## config.mk

```make
export PLATFORM = sky130hd
export DESIGN_NAME = lcb_csr_bank
export DESIGN_NICKNAME = d
export VERILOG_FILES = /design/src/shared/lcb_pkg.sv /design/src/lcb_csr_bank.sv
export VERILOG_INCLUDE_DIRS = /design/src /design/src/shared
export SDC_FILE = /design/constraint.sdc
export NUM_CORES = 2
export LEC_CHECK = 0
export ABC_CLOCK_PERIOD_IN_PS = 5050
export BUFFER_PORTS_ARGS = -buffer_cell sky130_fd_sc_hd__clkbuf_2
export CORE_MARGIN = 4
export CORE_UTILIZATION = 50
export CTS_BUF_LIST = sky130_fd_sc_hd__clkbuf_8
export CTS_CLUSTER_DIAMETER = 50
export CTS_CLUSTER_SIZE = 40
export DETAILED_ROUTE_END_ITERATION = 8
export MAX_ROUTING_LAYER = met4
export PLACE_DENSITY = 0.68
export RECOVER_POWER = 100
export REMOVE_ABC_BUFFERS = 1
export SYNTH_ARGS = -nofsm -noshare
export SYNTH_HDL_FRONTEND = slang
export SYNTH_SLANG_ARGS = --single-unit
export TNS_END_PERCENT = 30
```

## constraint.sdc

```tcl
create_clock -name SYS_CLK -period 5.05 [get_ports SYS_CLK]
set_input_delay 0.2525 -clock SYS_CLK [delete_from_list [all_inputs] [get_ports SYS_CLK]]
set_output_delay 0.2525 -clock SYS_CLK [all_outputs]
set_load 0.05 [all_outputs]
```

## src/shared/lcb_csr_map.svh

```systemverilog
// register offsets, field positions and reset values of the link controller csr bank
`ifndef LCB_CSR_MAP_SVH
`define LCB_CSR_MAP_SVH
`define LCB_ADDR_W        20
`define LCB_OFF_COND_CLR  20'h00000
`define LCB_OFF_COND_SET  20'h00004
`define LCB_OFF_NODE_IDENTIFIERS  20'h00008
`define LCB_OFF_CMD_RST   20'h0000C
`define LCB_OFF_FAULTS    20'h00180
`define LCB_OFF_SYNC      20'h00200
`define LCB_OFF_UID_UP    20'h00208
`define LCB_OFF_LINE_TBL  20'h00280
`define LCB_OFF_LINE_END  20'h002BC
`define LCB_OFF_BACK_TBL  20'h00300
`define LCB_OFF_BACK_END  20'h0033C
`define LCB_OFF_RT_CTRL   20'h00380
`define LCB_OFF_RT_MASK   20'h00384
`define LCB_OFF_SETUP1    20'h00388
`define LCB_OFF_SETUP2    20'h0038C
`define LCB_OFF_SETUP3    20'h00390
`define LCB_OFF_UID_LO    20'h00394
`define LCB_OFF_UID_MID   20'h00398
`define LCB_OFF_FLOG      20'h003A0
`define LCB_OFF_DIAG      20'h003A4
`define LCB_OFF_HWINIT    20'h003A8
`define LCB_OFF_MAKER     20'h003B0
`define LCB_OFF_PERF_COUNTER_COMMAND    20'h003B4
`define LCB_OFF_PERF_COUNTER_EXTENSION    20'h003B8
`define LCB_OFF_PERF_COUNTER_SELECTOR    20'h003BC
`define LCB_OFF_PERF_EVENT_TALLY    20'h003C0
`define LCB_OFF_SOFTWARE_MAILBOX_WORD    20'h003C4
`define LCB_OFF_SW_CLR    20'h003C8
`define LCB_OFF_SW_SET    20'h003CC
`define LCB_OFF_LOCK      20'hC03D0
`define LCB_OFF_MIRROR    20'h00400
`define LCB_PC_ENABLE_BIT 0
`define LCB_PERF_COUNTER_SELECTOR_W      5
`define LCB_RESET_WORD    32'h0000_0000
`define LCB_RESET_HALF    16'h0000
`endif

```

## src/shared/lcb_pkg.sv

```systemverilog
// types shared by the link controller csr bank
package lcb_pkg;
  typedef logic [15:0] lcb_half_type;
  typedef lcb_half_type lcb_table_type [16];
  // which access window supplied the request in service
  typedef enum logic [1:0] {LCB_SRC_NONE, LCB_SRC_DIRECT, LCB_SRC_MAPPED} lcb_src_type;
  // general words with no side effects, kept in one array
  typedef enum logic [2:0] {
    LCB_GW_SETUP1, LCB_GW_SETUP2, LCB_GW_SETUP3, LCB_GW_FLOG,
    LCB_GW_DIAG, LCB_GW_HWINIT, LCB_GW_SOFTWARE_MAILBOX_WORD, LCB_GW_LOCK
  } lcb_gword_type;
endpackage : lcb_pkg

```

## src/lcb_csr_bank.sv

```systemverilog
// control and status register bank of the link controller, two access windows
`timescale 1ns/1ps
`include "lcb_csr_map.svh"

// Operation
// - writing ones to the clear port clears those node condition bits.
// - writing ones to the set port sets those node condition bits.
// - one register holds current node id and the id captured at reset.
// - any write to the command reset trigger starts a chip command reset at once.
// - detected errors are counted and the count is readable.
// - a programmable sync packet spacing register is held and driven out.
// - line-side routing table: sixteen 16-bit entries at consecutive words.
// - back-end link routing table: sixteen 16-bit entries at consecutive words.
// - routing control and node identifier mask registers steer routing.
// - 80-bit unique id held as bits 15:0, 31:16 and 79:64.
// - perf counter counts selected events; software writes only clear it.
// - software condition clear port clears each bit written as one.
// - software condition set port sets each bit written as one.
// - the mirror address returns the maker identification value.
// - bank reachable from the direct csr window and the mapped window.
module lcb_csr_bank
  import lcb_pkg::*;
#(
  parameter logic [31:0] MAKER_IDENT_VALUE = 32'h0000_5A5A  // arbitrary value
) (
  input  wire logic                  SYS_CLK,
  input  wire logic                  RESET_N,
  input  wire logic                  DWIN_REQ,
  input  wire logic                  DWIN_WE,
  input  wire logic [`LCB_ADDR_W-1:0] DWIN_ADDR,
  input  wire logic [31:0]           DWIN_WDATA,
  output logic                       DWIN_ACK,
  input  wire logic                  MWIN_REQ,
  input  wire logic                  MWIN_WE,
  input  wire logic [`LCB_ADDR_W-1:0] MWIN_ADDR,
  input  wire logic [31:0]           MWIN_WDATA,
  output logic                       MWIN_ACK,
  output logic [31:0]                RDATA,
  input  wire logic [15:0]           STRAP_NODE_ID,
  input  wire logic [31:0]           NODE_COND_EVENTS,
  input  wire logic                  FAULT_EVENT,
  input  wire logic [31:0]           PERF_EVENTS,
  output logic                       CMD_RESET_PULSE,
  output logic [31:0]                NODE_CONDITION,
  output logic [15:0]                NODE_ID,
  output logic [31:0]                SYNC_SPACING,
  output logic [31:0]                ROUTE_CTRL,
  output logic [31:0]                ROUTE_MASK
);

  // ---------------------------------------------------------------
  // window selection
  // ---------------------------------------------------------------
  lcb_src_type             src;
  logic                    acc_we;
  logic [`LCB_ADDR_W-1:0]  acc_addr;
  logic [31:0]             acc_wdata;
  logic                    wr;
  logic                    rd;

  // direct window wins a tie; a port is not retaken while its ack stands
  always_comb begin
    src       = LCB_SRC_NONE;
    acc_we    = 1'b0;
    acc_addr  = '0;
    acc_wdata = '0;
    if (DWIN_REQ && !DWIN_ACK) begin
      src       = LCB_SRC_DIRECT;
      acc_we    = DWIN_WE;
      acc_addr  = DWIN_ADDR;
      acc_wdata = DWIN_WDATA;
    end else if (MWIN_REQ && !MWIN_ACK) begin
      src       = LCB_SRC_MAPPED;
      acc_we    = MWIN_WE;
      acc_addr  = MWIN_ADDR;
      acc_wdata = MWIN_WDATA;
    end
  end

  assign wr = (src != LCB_SRC_NONE) && acc_we;
  assign rd = (src != LCB_SRC_NONE) && !acc_we;

  function automatic logic hit(input logic [`LCB_ADDR_W-1:0] off);
    return wr && (acc_addr == off);
  endfunction : hit

  // ---------------------------------------------------------------
  // storage
  // ---------------------------------------------------------------
  logic [31:0]   node_cond_reg;
  logic [15:0]   node_id_reg;
  logic [15:0]   init_node_id_reg;
  logic          strap_taken_reg;
  logic          cmd_reset_reg;
  logic [31:0]   fault_tally_reg;
  logic [31:0]   sync_spacing_reg;
  lcb_table_type line_tbl_reg;
  lcb_table_type back_tbl_reg;
  logic [31:0]   rt_ctrl_reg;
  logic [31:0]   rt_mask_reg;
  logic [15:0]   uid_lo_reg;
  logic [15:0]   uid_mid_reg;
  logic [15:0]   uid_up_reg;
  logic [31:0]   gword_reg [8];
  logic [31:0]   perf_counter_command_reg;
  logic [31:0]   perf_counter_extension_reg;
  logic [31:0]   perf_counter_selector_reg;
  logic [31:0]   perf_event_tally_reg;
  logic [31:0]   sw_cond_reg;
  logic [31:0]   rdata_next;
  logic          line_hit;
  logic          back_hit;
  logic          perf_tick;

  assign line_hit = (acc_addr >= `LCB_OFF_LINE_TBL) && (acc_addr <= `LCB_OFF_LINE_END)
                    && (acc_addr[1:0] == 2'h0);
  assign back_hit = (acc_addr >= `LCB_OFF_BACK_TBL) && (acc_addr <= `LCB_OFF_BACK_END)
                    && (acc_addr[1:0] == 2'h0);

  // node condition: hardware sets beat a software clear in the same cycle
  always_ff @(posedge SYS_CLK or negedge RESET_N) begin
    if (!RESET_N) begin
      node_cond_reg <= `LCB_RESET_WORD;
    end else if (cmd_reset_reg) begin
      node_cond_reg <= NODE_COND_EVENTS;
    end else if (hit(`LCB_OFF_COND_CLR)) begin
      node_cond_reg <= (node_cond_reg & ~acc_wdata) | NODE_COND_EVENTS;
    end else if (hit(`LCB_OFF_COND_SET)) begin
      node_cond_reg <= node_cond_reg | acc_wdata | NODE_COND_EVENTS;
    end else begin
      node_cond_reg <= node_cond_reg | NODE_COND_EVENTS;
    end
  end

  // initial id is caught on the first clock after reset release, never by the reset itself
  always_ff @(posedge SYS_CLK or negedge RESET_N) begin
    if (!RESET_N) begin
      strap_taken_reg  <= 1'b0;
      init_node_id_reg <= `LCB_RESET_HALF;
      node_id_reg      <= `LCB_RESET_HALF;
    end else if (!strap_taken_reg || cmd_reset_reg) begin
      strap_taken_reg  <= 1'b1;
      init_node_id_reg <= STRAP_NODE_ID;
      node_id_reg      <= STRAP_NODE_ID;
    end else if (hit(`LCB_OFF_NODE_IDENTIFIERS)) begin
      node_id_reg <= acc_wdata[15:0];
    end
  end

  // any write data starts the reset; one-cycle pulse to the rest of the chip
  always_ff @(posedge SYS_CLK or negedge RESET_N) begin
    if (!RESET_N) begin
      cmd_reset_reg <= 1'b0;
    end else begin
      cmd_reset_reg <= hit(`LCB_OFF_CMD_RST);
    end
  end

  // error count: a fault in the write cycle is added on top of the written value
  always_ff @(posedge SYS_CLK or negedge RESET_N) begin
    if (!RESET_N) begin
      fault_tally_reg <= `LCB_RESET_WORD;
    end else if (hit(`LCB_OFF_FAULTS)) begin
      fault_tally_reg <= acc_wdata + {31'h0, FAULT_EVENT};
    end else if (FAULT_EVENT) begin
      fault_tally_reg <= fault_tally_reg + 32'h1;
    end
  end

  // plain read/write words: sync spacing, routing control and mask, unique id
  always_ff @(posedge SYS_CLK or negedge RESET_N) begin
    if (!RESET_N) begin
      sync_spacing_reg <= `LCB_RESET_WORD;
      rt_ctrl_reg      <= `LCB_RESET_WORD;
      rt_mask_reg      <= `LCB_RESET_WORD;
      uid_lo_reg       <= `LCB_RESET_HALF;
      uid_mid_reg      <= `LCB_RESET_HALF;
      uid_up_reg       <= `LCB_RESET_HALF;
    end else begin
      if (hit(`LCB_OFF_SYNC))    sync_spacing_reg <= acc_wdata;
      if (hit(`LCB_OFF_RT_CTRL)) rt_ctrl_reg <= acc_wdata;
      if (hit(`LCB_OFF_RT_MASK)) rt_mask_reg <= acc_wdata;
      if (hit(`LCB_OFF_UID_LO))  uid_lo_reg  <= acc_wdata[15:0];
      if (hit(`LCB_OFF_UID_MID)) uid_mid_reg <= acc_wdata[15:0];
      if (hit(`LCB_OFF_UID_UP))  uid_up_reg  <= acc_wdata[15:0];
    end
  end

  // routing tables, one word each, upper half of the word is not stored
  always_ff @(posedge SYS_CLK or negedge RESET_N) begin
    if (!RESET_N) begin
      for (int i = 0; i < 16; i++) begin
        line_tbl_reg[i] <= `LCB_RESET_HALF;
        back_tbl_reg[i] <= `LCB_RESET_HALF;
      end
    end else if (wr && line_hit) begin
      line_tbl_reg[acc_addr[5:2]] <= acc_wdata[15:0];
    end else if (wr && back_hit) begin
      back_tbl_reg[acc_addr[5:2]] <= acc_wdata[15:0];
    end
  end

  // general words whose only effect is to hold what software wrote
  always_ff @(posedge SYS_CLK or negedge RESET_N) begin
    if (!RESET_N) begin
      for (int i = 0; i < 8; i++) gword_reg[i] <= `LCB_RESET_WORD;
    end else begin
      if (hit(`LCB_OFF_SETUP1)) gword_reg[LCB_GW_SETUP1] <= acc_wdata;
      if (hit(`LCB_OFF_SETUP2)) gword_reg[LCB_GW_SETUP2] <= acc_wdata;
      if (hit(`LCB_OFF_SETUP3)) gword_reg[LCB_GW_SETUP3] <= acc_wdata;
      if (hit(`LCB_OFF_FLOG))   gword_reg[LCB_GW_FLOG]   <= acc_wdata;
      if (hit(`LCB_OFF_DIAG))   gword_reg[LCB_GW_DIAG]   <= acc_wdata;
      if (hit(`LCB_OFF_HWINIT)) gword_reg[LCB_GW_HWINIT] <= acc_wdata;
      if (hit(`LCB_OFF_SOFTWARE_MAILBOX_WORD)) gword_reg[LCB_GW_SOFTWARE_MAILBOX_WORD] <= acc_wdata;
      if (hit(`LCB_OFF_LOCK))   gword_reg[LCB_GW_LOCK]   <= acc_wdata;
    end
  end

  // performance counter: selected event line, gated by the command enable bit
  assign perf_tick = perf_counter_command_reg[`LCB_PC_ENABLE_BIT]
                     && PERF_EVENTS[perf_counter_selector_reg[`LCB_PERF_COUNTER_SELECTOR_W-1:0]];

  always_ff @(posedge SYS_CLK or negedge RESET_N) begin
    if (!RESET_N) begin
      perf_counter_command_reg <= `LCB_RESET_WORD;
      perf_counter_extension_reg <= `LCB_RESET_WORD;
      perf_counter_selector_reg <= `LCB_RESET_WORD;
      perf_event_tally_reg <= `LCB_RESET_WORD;
    end else begin
      if (hit(`LCB_OFF_PERF_COUNTER_COMMAND)) perf_counter_command_reg <= acc_wdata;
      if (hit(`LCB_OFF_PERF_COUNTER_EXTENSION)) perf_counter_extension_reg <= acc_wdata;
      if (hit(`LCB_OFF_PERF_COUNTER_SELECTOR)) perf_counter_selector_reg <= acc_wdata;
      // write data is ignored: a write can only clear, and an event in that cycle still counts
      if (hit(`LCB_OFF_PERF_EVENT_TALLY)) begin
        perf_event_tally_reg <= {31'h0, perf_tick};
      end else if (perf_tick) begin
        perf_event_tally_reg <= perf_event_tally_reg + 32'h1;
      end
    end
  end

  // software condition word, bitwise clear and set ports
  always_ff @(posedge SYS_CLK or negedge RESET_N) begin
    if (!RESET_N) begin
      sw_cond_reg <= `LCB_RESET_WORD;
    end else if (hit(`LCB_OFF_SW_CLR)) begin
      sw_cond_reg <= sw_cond_reg & ~acc_wdata;
    end else if (hit(`LCB_OFF_SW_SET)) begin
      sw_cond_reg <= sw_cond_reg | acc_wdata;
    end
  end

  // ---------------------------------------------------------------
  // read return
  // ---------------------------------------------------------------
  // write-only and unlisted offsets read as zero
  always_comb begin
    rdata_next = '0;
    if (line_hit) begin
      rdata_next = {16'h0, line_tbl_reg[acc_addr[5:2]]};
    end else if (back_hit) begin
      rdata_next = {16'h0, back_tbl_reg[acc_addr[5:2]]};
    end else begin
      case (acc_addr)
        `LCB_OFF_COND_CLR,
        `LCB_OFF_COND_SET: rdata_next = node_cond_reg;
        `LCB_OFF_NODE_IDENTIFIERS: rdata_next = {init_node_id_reg, node_id_reg};
        `LCB_OFF_FAULTS:   rdata_next = fault_tally_reg;
        `LCB_OFF_SYNC:     rdata_next = sync_spacing_reg;
        `LCB_OFF_UID_UP:   rdata_next = {16'h0, uid_up_reg};
        `LCB_OFF_RT_CTRL:  rdata_next = rt_ctrl_reg;
        `LCB_OFF_RT_MASK:  rdata_next = rt_mask_reg;
        `LCB_OFF_SETUP1:   rdata_next = gword_reg[LCB_GW_SETUP1];
        `LCB_OFF_SETUP2:   rdata_next = gword_reg[LCB_GW_SETUP2];
        `LCB_OFF_SETUP3:   rdata_next = gword_reg[LCB_GW_SETUP3];
        `LCB_OFF_UID_LO:   rdata_next = {16'h0, uid_lo_reg};
        `LCB_OFF_UID_MID:  rdata_next = {16'h0, uid_mid_reg};
        `LCB_OFF_FLOG:     rdata_next = gword_reg[LCB_GW_FLOG];
        `LCB_OFF_DIAG:     rdata_next = gword_reg[LCB_GW_DIAG];
        `LCB_OFF_HWINIT:   rdata_next = gword_reg[LCB_GW_HWINIT];
        `LCB_OFF_MAKER,
        `LCB_OFF_MIRROR:   rdata_next = MAKER_IDENT_VALUE;
        `LCB_OFF_PERF_COUNTER_COMMAND:   rdata_next = perf_counter_command_reg;
        `LCB_OFF_PERF_COUNTER_EXTENSION:   rdata_next = perf_counter_extension_reg;
        `LCB_OFF_PERF_COUNTER_SELECTOR:   rdata_next = perf_counter_selector_reg;
        `LCB_OFF_PERF_EVENT_TALLY:   rdata_next = perf_event_tally_reg;
        `LCB_OFF_SOFTWARE_MAILBOX_WORD:   rdata_next = gword_reg[LCB_GW_SOFTWARE_MAILBOX_WORD];
        `LCB_OFF_SW_CLR,
        `LCB_OFF_SW_SET:   rdata_next = sw_cond_reg;
        `LCB_OFF_LOCK:     rdata_next = gword_reg[LCB_GW_LOCK];
        default:           rdata_next = '0;
      endcase
    end
  end

  // acks and read data one cycle after the request is taken
  always_ff @(posedge SYS_CLK or negedge RESET_N) begin
    if (!RESET_N) begin
      DWIN_ACK <= 1'b0;
      MWIN_ACK <= 1'b0;
      RDATA    <= `LCB_RESET_WORD;
    end else begin
      DWIN_ACK <= (src == LCB_SRC_DIRECT);
      MWIN_ACK <= (src == LCB_SRC_MAPPED);
      if (rd) RDATA <= rdata_next;
    end
  end

  assign CMD_RESET_PULSE = cmd_reset_reg;
  assign NODE_CONDITION  = node_cond_reg;
  assign NODE_ID         = node_id_reg;
  assign SYNC_SPACING    = sync_spacing_reg;
  assign ROUTE_CTRL      = rt_ctrl_reg;
  assign ROUTE_MASK      = rt_mask_reg;
endmodule : lcb_csr_bank

```

* Word level (Yosys, flattened, before mapping) *
Index checks and enable logic that the tools add are counted.

word-level totals
  output and inout bits = 179
  register bits after elaboration = 1204
  input port bits = 191
  logic and storage cells = 195

cells by class
  bitwise operators = 10
  equal/unequal tests = 28
  $lt $le $gt $ge = 7
  multiplexer cells = 34
  reduce and logical (&&, ||, !) cells = 53
  add/sub/neg operators = 3

operators by type and width
  operator                                                     count
  case mux 32 bit (23 select lines)                            1
  bitwise mux 256 bit                                          2
  2-to-1 mux 32 bit                                            13
  equality test 20 x 10 -> 1 bit (second input constant)       20
  OR 32 bit                                                    5
  binary-select mux 16 bit (select 4 bit)                      2
  2-to-1 mux 16 bit                                            7
  adder 32 x 1 -> 32 bit (second input constant)               2
  AND 32 bit                                                   2
  demux 16 bit (select 4 bit)                                  1
  equality test 20 x 4 -> 1 bit (second input constant)        2
  >= comparator 20 x 10 -> 1 bit (second input constant)       2
  <= comparator 20 x 10 -> 1 bit (second input constant)       2
  2-to-1 mux 20 bit                                            2
  logical AND 1 bit                                            37
  adder 32 x 1 -> 32 bit                                       1
  inverter 32 bit                                              1
  equality test 20 x 11 -> 1 bit (second input constant)       1
  equality test 20 bit (second input constant)                 1
  equality test 20 x 3 -> 1 bit (second input constant)        1
  equality test 20 x 9 -> 1 bit (second input constant)        1
  logical NOT 20 bit                                           1
  nonzero test 2 bit                                           5
  less-than comparator 5 x 6 -> 1 bit (second input constant)  1
  14 further kinds                                             22

* Depth between registers and ports, before layout *
  depth in word-level cells = 10
  mapped depth = 15
  gate-level depth less buffers = 13

* Worst setup path after synthesis *
No wires, ideal clock.

  path type = reg2reg
  start = register DWIN_ACK
  end = register fault_tally_reg[26]
  arrival time = 2.975 ns
  required time = 4.913 ns
  library setup time = 0.137 ns
  path buffers = 2
  path slack = 1.938 ns
  stages on the path, launching flop included = 16
  clock period less this slack = 3.112 ns
  path through = dfrtp_1 nand2b_1 buf_4 inv_4 nor2_4 buf_2 a22oi_1 inv_1 ha_1 ha_1 nand4_1 nor3_2 nand2_1 xnor2_1 nor2_1 a21oi_1

between the ends
  elaborated cells between the ends (all ways) = 13
  classes of those cells = add/sub: 1; eq/ne: 1; mux: 5; reduce/logical: 6

RTL lines
  item                      line                 source
  start: declaration        lcb_csr_bank.sv:32   output logic DWIN_ACK,
  start signal: assignment  lcb_csr_bank.sv:303  DWIN_ACK <= (src == LCB_SRC_DIRECT);
  logical NOT 1 bit         lcb_csr_bank.sv:67   if (DWIN_REQ && !DWIN_ACK) begin
  logical AND 1 bit         lcb_csr_bank.sv:67
  2-to-1 mux 32 bit         lcb_csr_bank.sv:67
  net acc_wdata[0]          lcb_csr_bank.sv:57   logic [31:0] acc_wdata;
  adder 32 x 1 -> 32 bit    lcb_csr_bank.sv:164  fault_tally_reg <= acc_wdata + {31'h0, FAULT_EVENT};
  2-to-1 mux 32 bit         lcb_csr_bank.sv:163  end else if (hit(`LCB_OFF_FAULTS)) begin
  end signal: assignment    lcb_csr_bank.sv:162  fault_tally_reg <= `LCB_RESET_WORD;
  end signal: assignment    lcb_csr_bank.sv:164
  end signal: assignment    lcb_csr_bank.sv:166  fault_tally_reg <= fault_tally_reg + 32'h1;
  end: declaration          lcb_csr_bank.sv:95   logic [31:0] fault_tally_reg;

The timed path passes the listed nets, and every way through them passes these cells.
A chain may end at the register's enable or synchronous reset.

* Final worst setup path *
  start = register DWIN_ACK
  end = register gword_reg[174] (netlist name)

between the ends
  word-level cells in the longest chain between the ends = 6
  elaborated cells between the ends (all ways) = 10
  classes of those cells = eq/ne: 1; mux: 4; reduce/logical: 5

RTL lines
  item                                                       line                 source
  logical NOT 1 bit *                                        lcb_csr_bank.sv:67
  logical AND 1 bit *                                        lcb_csr_bank.sv:67
  branches (longest 4 deep; another with 2-to-1 mux 20 bit)  n/a
  end signal: indexed assignment                             lcb_csr_bank.sv:208  if (hit(`LCB_OFF_SETUP1)) gword_reg[LCB_GW_SETUP1] <= acc_wdata;
  end signal: indexed assignment                             lcb_csr_bank.sv:209  if (hit(`LCB_OFF_SETUP2)) gword_reg[LCB_GW_SETUP2] <= acc_wdata;
  end signal: indexed assignment                             lcb_csr_bank.sv:210  if (hit(`LCB_OFF_SETUP3)) gword_reg[LCB_GW_SETUP3] <= acc_wdata;
  end: declaration                                           lcb_csr_bank.sv:104  logic [31:0] gword_reg [8];

Every way passes the cells marked *.

==> metrics.cfg <==
[layout]
drive_above_1_share_pct = 11.8
fin_nets = 6467
finalInstanceArea_sq_mm = 0.0624
nFillCells = 9703
area_growth_syn_to_layout_pct = 13.4

[routing]
wl_per_cell_um = 27.2
drtAntennaViolNets = 0
drtIter0Drc = 7016
dr_total_vias = 49000
drc = 1
via_per_inst = 6.28
finalWirelength_um = 213000
drt-pass1-iter-count = 9

[worst_setup_path]
timing.rr.start = DWIN_ACK
crit_chain = nand2b_2 -> inv_4 -> o31a_1 -> buf_4 -> nor2_1 -> and3_1 -> clkbuf_1 -> a21oi_1
critPathLaunch = DWIN_ACK
reg2reg_slack_ps = 200
startpoint_type = flip-flop
cpPeakStageDelay_ps = 1220
cp.arrival_ps = 5530
worstReg2RegEnd = gword_reg[174]
crit_slowest_cell = and3_1
path_class = flip-flop to flip-flop
endpoint = gword_reg[174]
required_ps = 5730
reg2reg_depth = 8
cp-end-kind = flip-flop
path_max_fanout = 28

[synth]
synth_top_cells_by_count = nand2_1 (1,369), dfrtp_1 (1,204), o21ai_0 (842)
yosys.area.top_type = dfrtp_1
avgSynthCellArea_sq_um = 9.22
syn_inst = 5961
yosysSeqAreaShare_pct = 54.8
ys_warn_count = 0
synth-async-reset-ratio_pct = 100
synthesis.area_sq_mm = 0.0550
synth_top_area_share_pct = 54.8
synth_edf_count = 0
yosysMostFrequentCell = nand2_1
ys.flop_type = dfrtp_1
ys_ff_latch = 1204
netlist_top_cells_area = dfrtp_1 (55%), nand2_1 (9.3%), o21ai_0 (7.7%), a21oi_1 (3.5%), clkbuf_1 (2.4%)
synthDistinctLibCells = 79

[floorplanning]
rows = 121
io-pin-count = 370
dieArea_sq_mm = 0.115
die_x_um = 340
initial_core_util_pct = 50.4
die_y_um = 340
coreArea_sq_mm = 0.109

[timing]
setup_violations = 0
whs_ps = 57.7
slew-limit-headroom_pct = -166
rsz0062_at_grt = no
finClkSkew_ps = 42.7
tightest_slew_ps = 3990
slew_viol_final = 364
max_freq_mhz = 206
final.period_utilization_pct = 96.1
hold_violations = 0
finalWorstPathRequiredPeriod_ps = 4850

[placed_design]
io_buffers = 369
post-dp-hpwl_um = 139000
place.gp.congestion = 0.995
dpl_cell_area_sq_mm = 0.0587

[global_routing]
grt_start_max_net_pins = 155
grt-ovfl-total = 0
grt_pass1_vias = 46100
track_usage_pct = 37.3
grt_pass1_wl_um = 312000
antenna_found_initial = 9

[outcome]
outcome = finished with violations
violations = design-rule violations, max-capacitance violations, max-slew violations

[hold_path]
hold_path_startpoint = DWIN_WDATA[22]
worstHoldPathType = primary input to flip-flop

[cts]
clock_sinks = 1204
cts_setup_buffers = 0
htreeDepth = 4
clkTransAtPathRegs_ps = 100
cts_made_buffers = 132
cts_resized = 0
cts.path.max_buffers = 3
cts_tree = built
insertion_delay_ps = 870
root_buffer = clkbuf_8
hold_buffers = 124

[power]
finalPower_uw = 19600
ir_drop_uv = 214
power_density_mw_per_mm2 = 315
power_leakage_uw = 0.0272

[flow_run]
max_cap_viol_count = 7

-- stage by stage --
stage	setup WS, ps	utilization [%]	TNS, ps	cells
finish	198	57.2	0	7805
global route	119	57.2	0	7805
CTS	519	57.8	0	7796
detailed placement	480	53.8	0	7428
global placement	565	53.8	0	7428
floorplan	-7180	-	-4681710	5435
-- layout make-up --
cell class | count | area (sq um) | area share [%]
multi-input combinational | 4183 | 22700 | 36.4
clock inverter | 97 | 1080 | 1.74
timing repair buffer | 703 | 4460 | 7.15
sequential | 1204 | 30100 | 48.3
tap | 1414 | 1770 | 2.84
clock buffer | 147 | 2020 | 3.24
antenna | 9 | 22.5 | 0.0361
inverter | 48 | 183 | 0.293
-- per-layer routing --
metal | GRT usage, % | vias up | share of wire, %
met2 | 50.6 | 3058 | 41
met5 | - | - | 0
met4 | 14.3 | 0 | 4.5
met3 | 11.9 | 509 | 13
met1 | 52.1 | 23900 | 41
li1 | - | 21500 | -
-- how the worst min path moves through the flow --
stage                            endpoint  slack, ps  depth (start not counted)
final                           flip-flop         60                          4
after global routing            flip-flop         50                          4
after CTS                   gword_reg[23]          4                          4
after detailed placement  line_tbl_reg[4]        340                          1
after global placement    line_tbl_reg[4]        340                          1
after floorplan           CMD_RESET_PULSE        -40                          0
-- critical path, delay by kind of cell, from the launching register on --
family	cells	cell delay, ps
flip-flops	1	360
AO/OA/AOI/OAI	2	580
buffers and inverters	3	1030
AND/OR/NAND/NOR	3	2640
-- cell usage in the layout, fill, tap and decap left out, types with 14 or more instances in the layout --
cell,instances
a221oi_1,41
xnor2_1,52
clkinvlp_4,14
nand4_1,73
a32oi_1,25
nand3_1,212
dfrtp_1,1204
a222oi_1,70
xor2_1,28
nor3_1,38
mux4_2,36
inv_1,56
buf_4,125
and3b_1,22
nor2_1,339
clkbuf_1,201
mux2i_1,17
dlygate4sd3_1,124
buf_12,16
nand2_1,1369
a31oi_1,58
inv_6,22
a311oi_1,14
and3_1,57
o21ai_0,879
o22ai_1,15
o31ai_2,23
a22oi_1,147
clkbuf_8,147
a21o_1,20
nor4_1,29
a22o_1,53
a21oi_1,380
clkbuf_2,234
-- power breakdown --
part | switching (uW) | internal (uW) | leakage [uW]
clock network | 4100 | 3520 | 0.00158
registers | 191 | 9730 | 0.0166
logic | 1600 | 500 | 0.00902
total | 5880 | 13800 | 0.0272
-- kinds of logic (layout without fill, tap and decap cells) --
family | Yosys count | count (layout) | synth area share [%]
DFF | 1204 | 1204 | 54.8
adders and majority gates | 4 | 4 | 0.0911
muxes | 53 | 53 | 1.78
buffers and inverters | 574 | 995 | 4.49
xor gates and xnor gates | 80 | 80 | 1.27
other | 1 | 10 | 0.00682
and+or+nand+nor | 2235 | 2235 | 17.7
AOI/OAI and AO/OA | 1810 | 1810 | 19.8
Power figures use the tool's default switching activity.
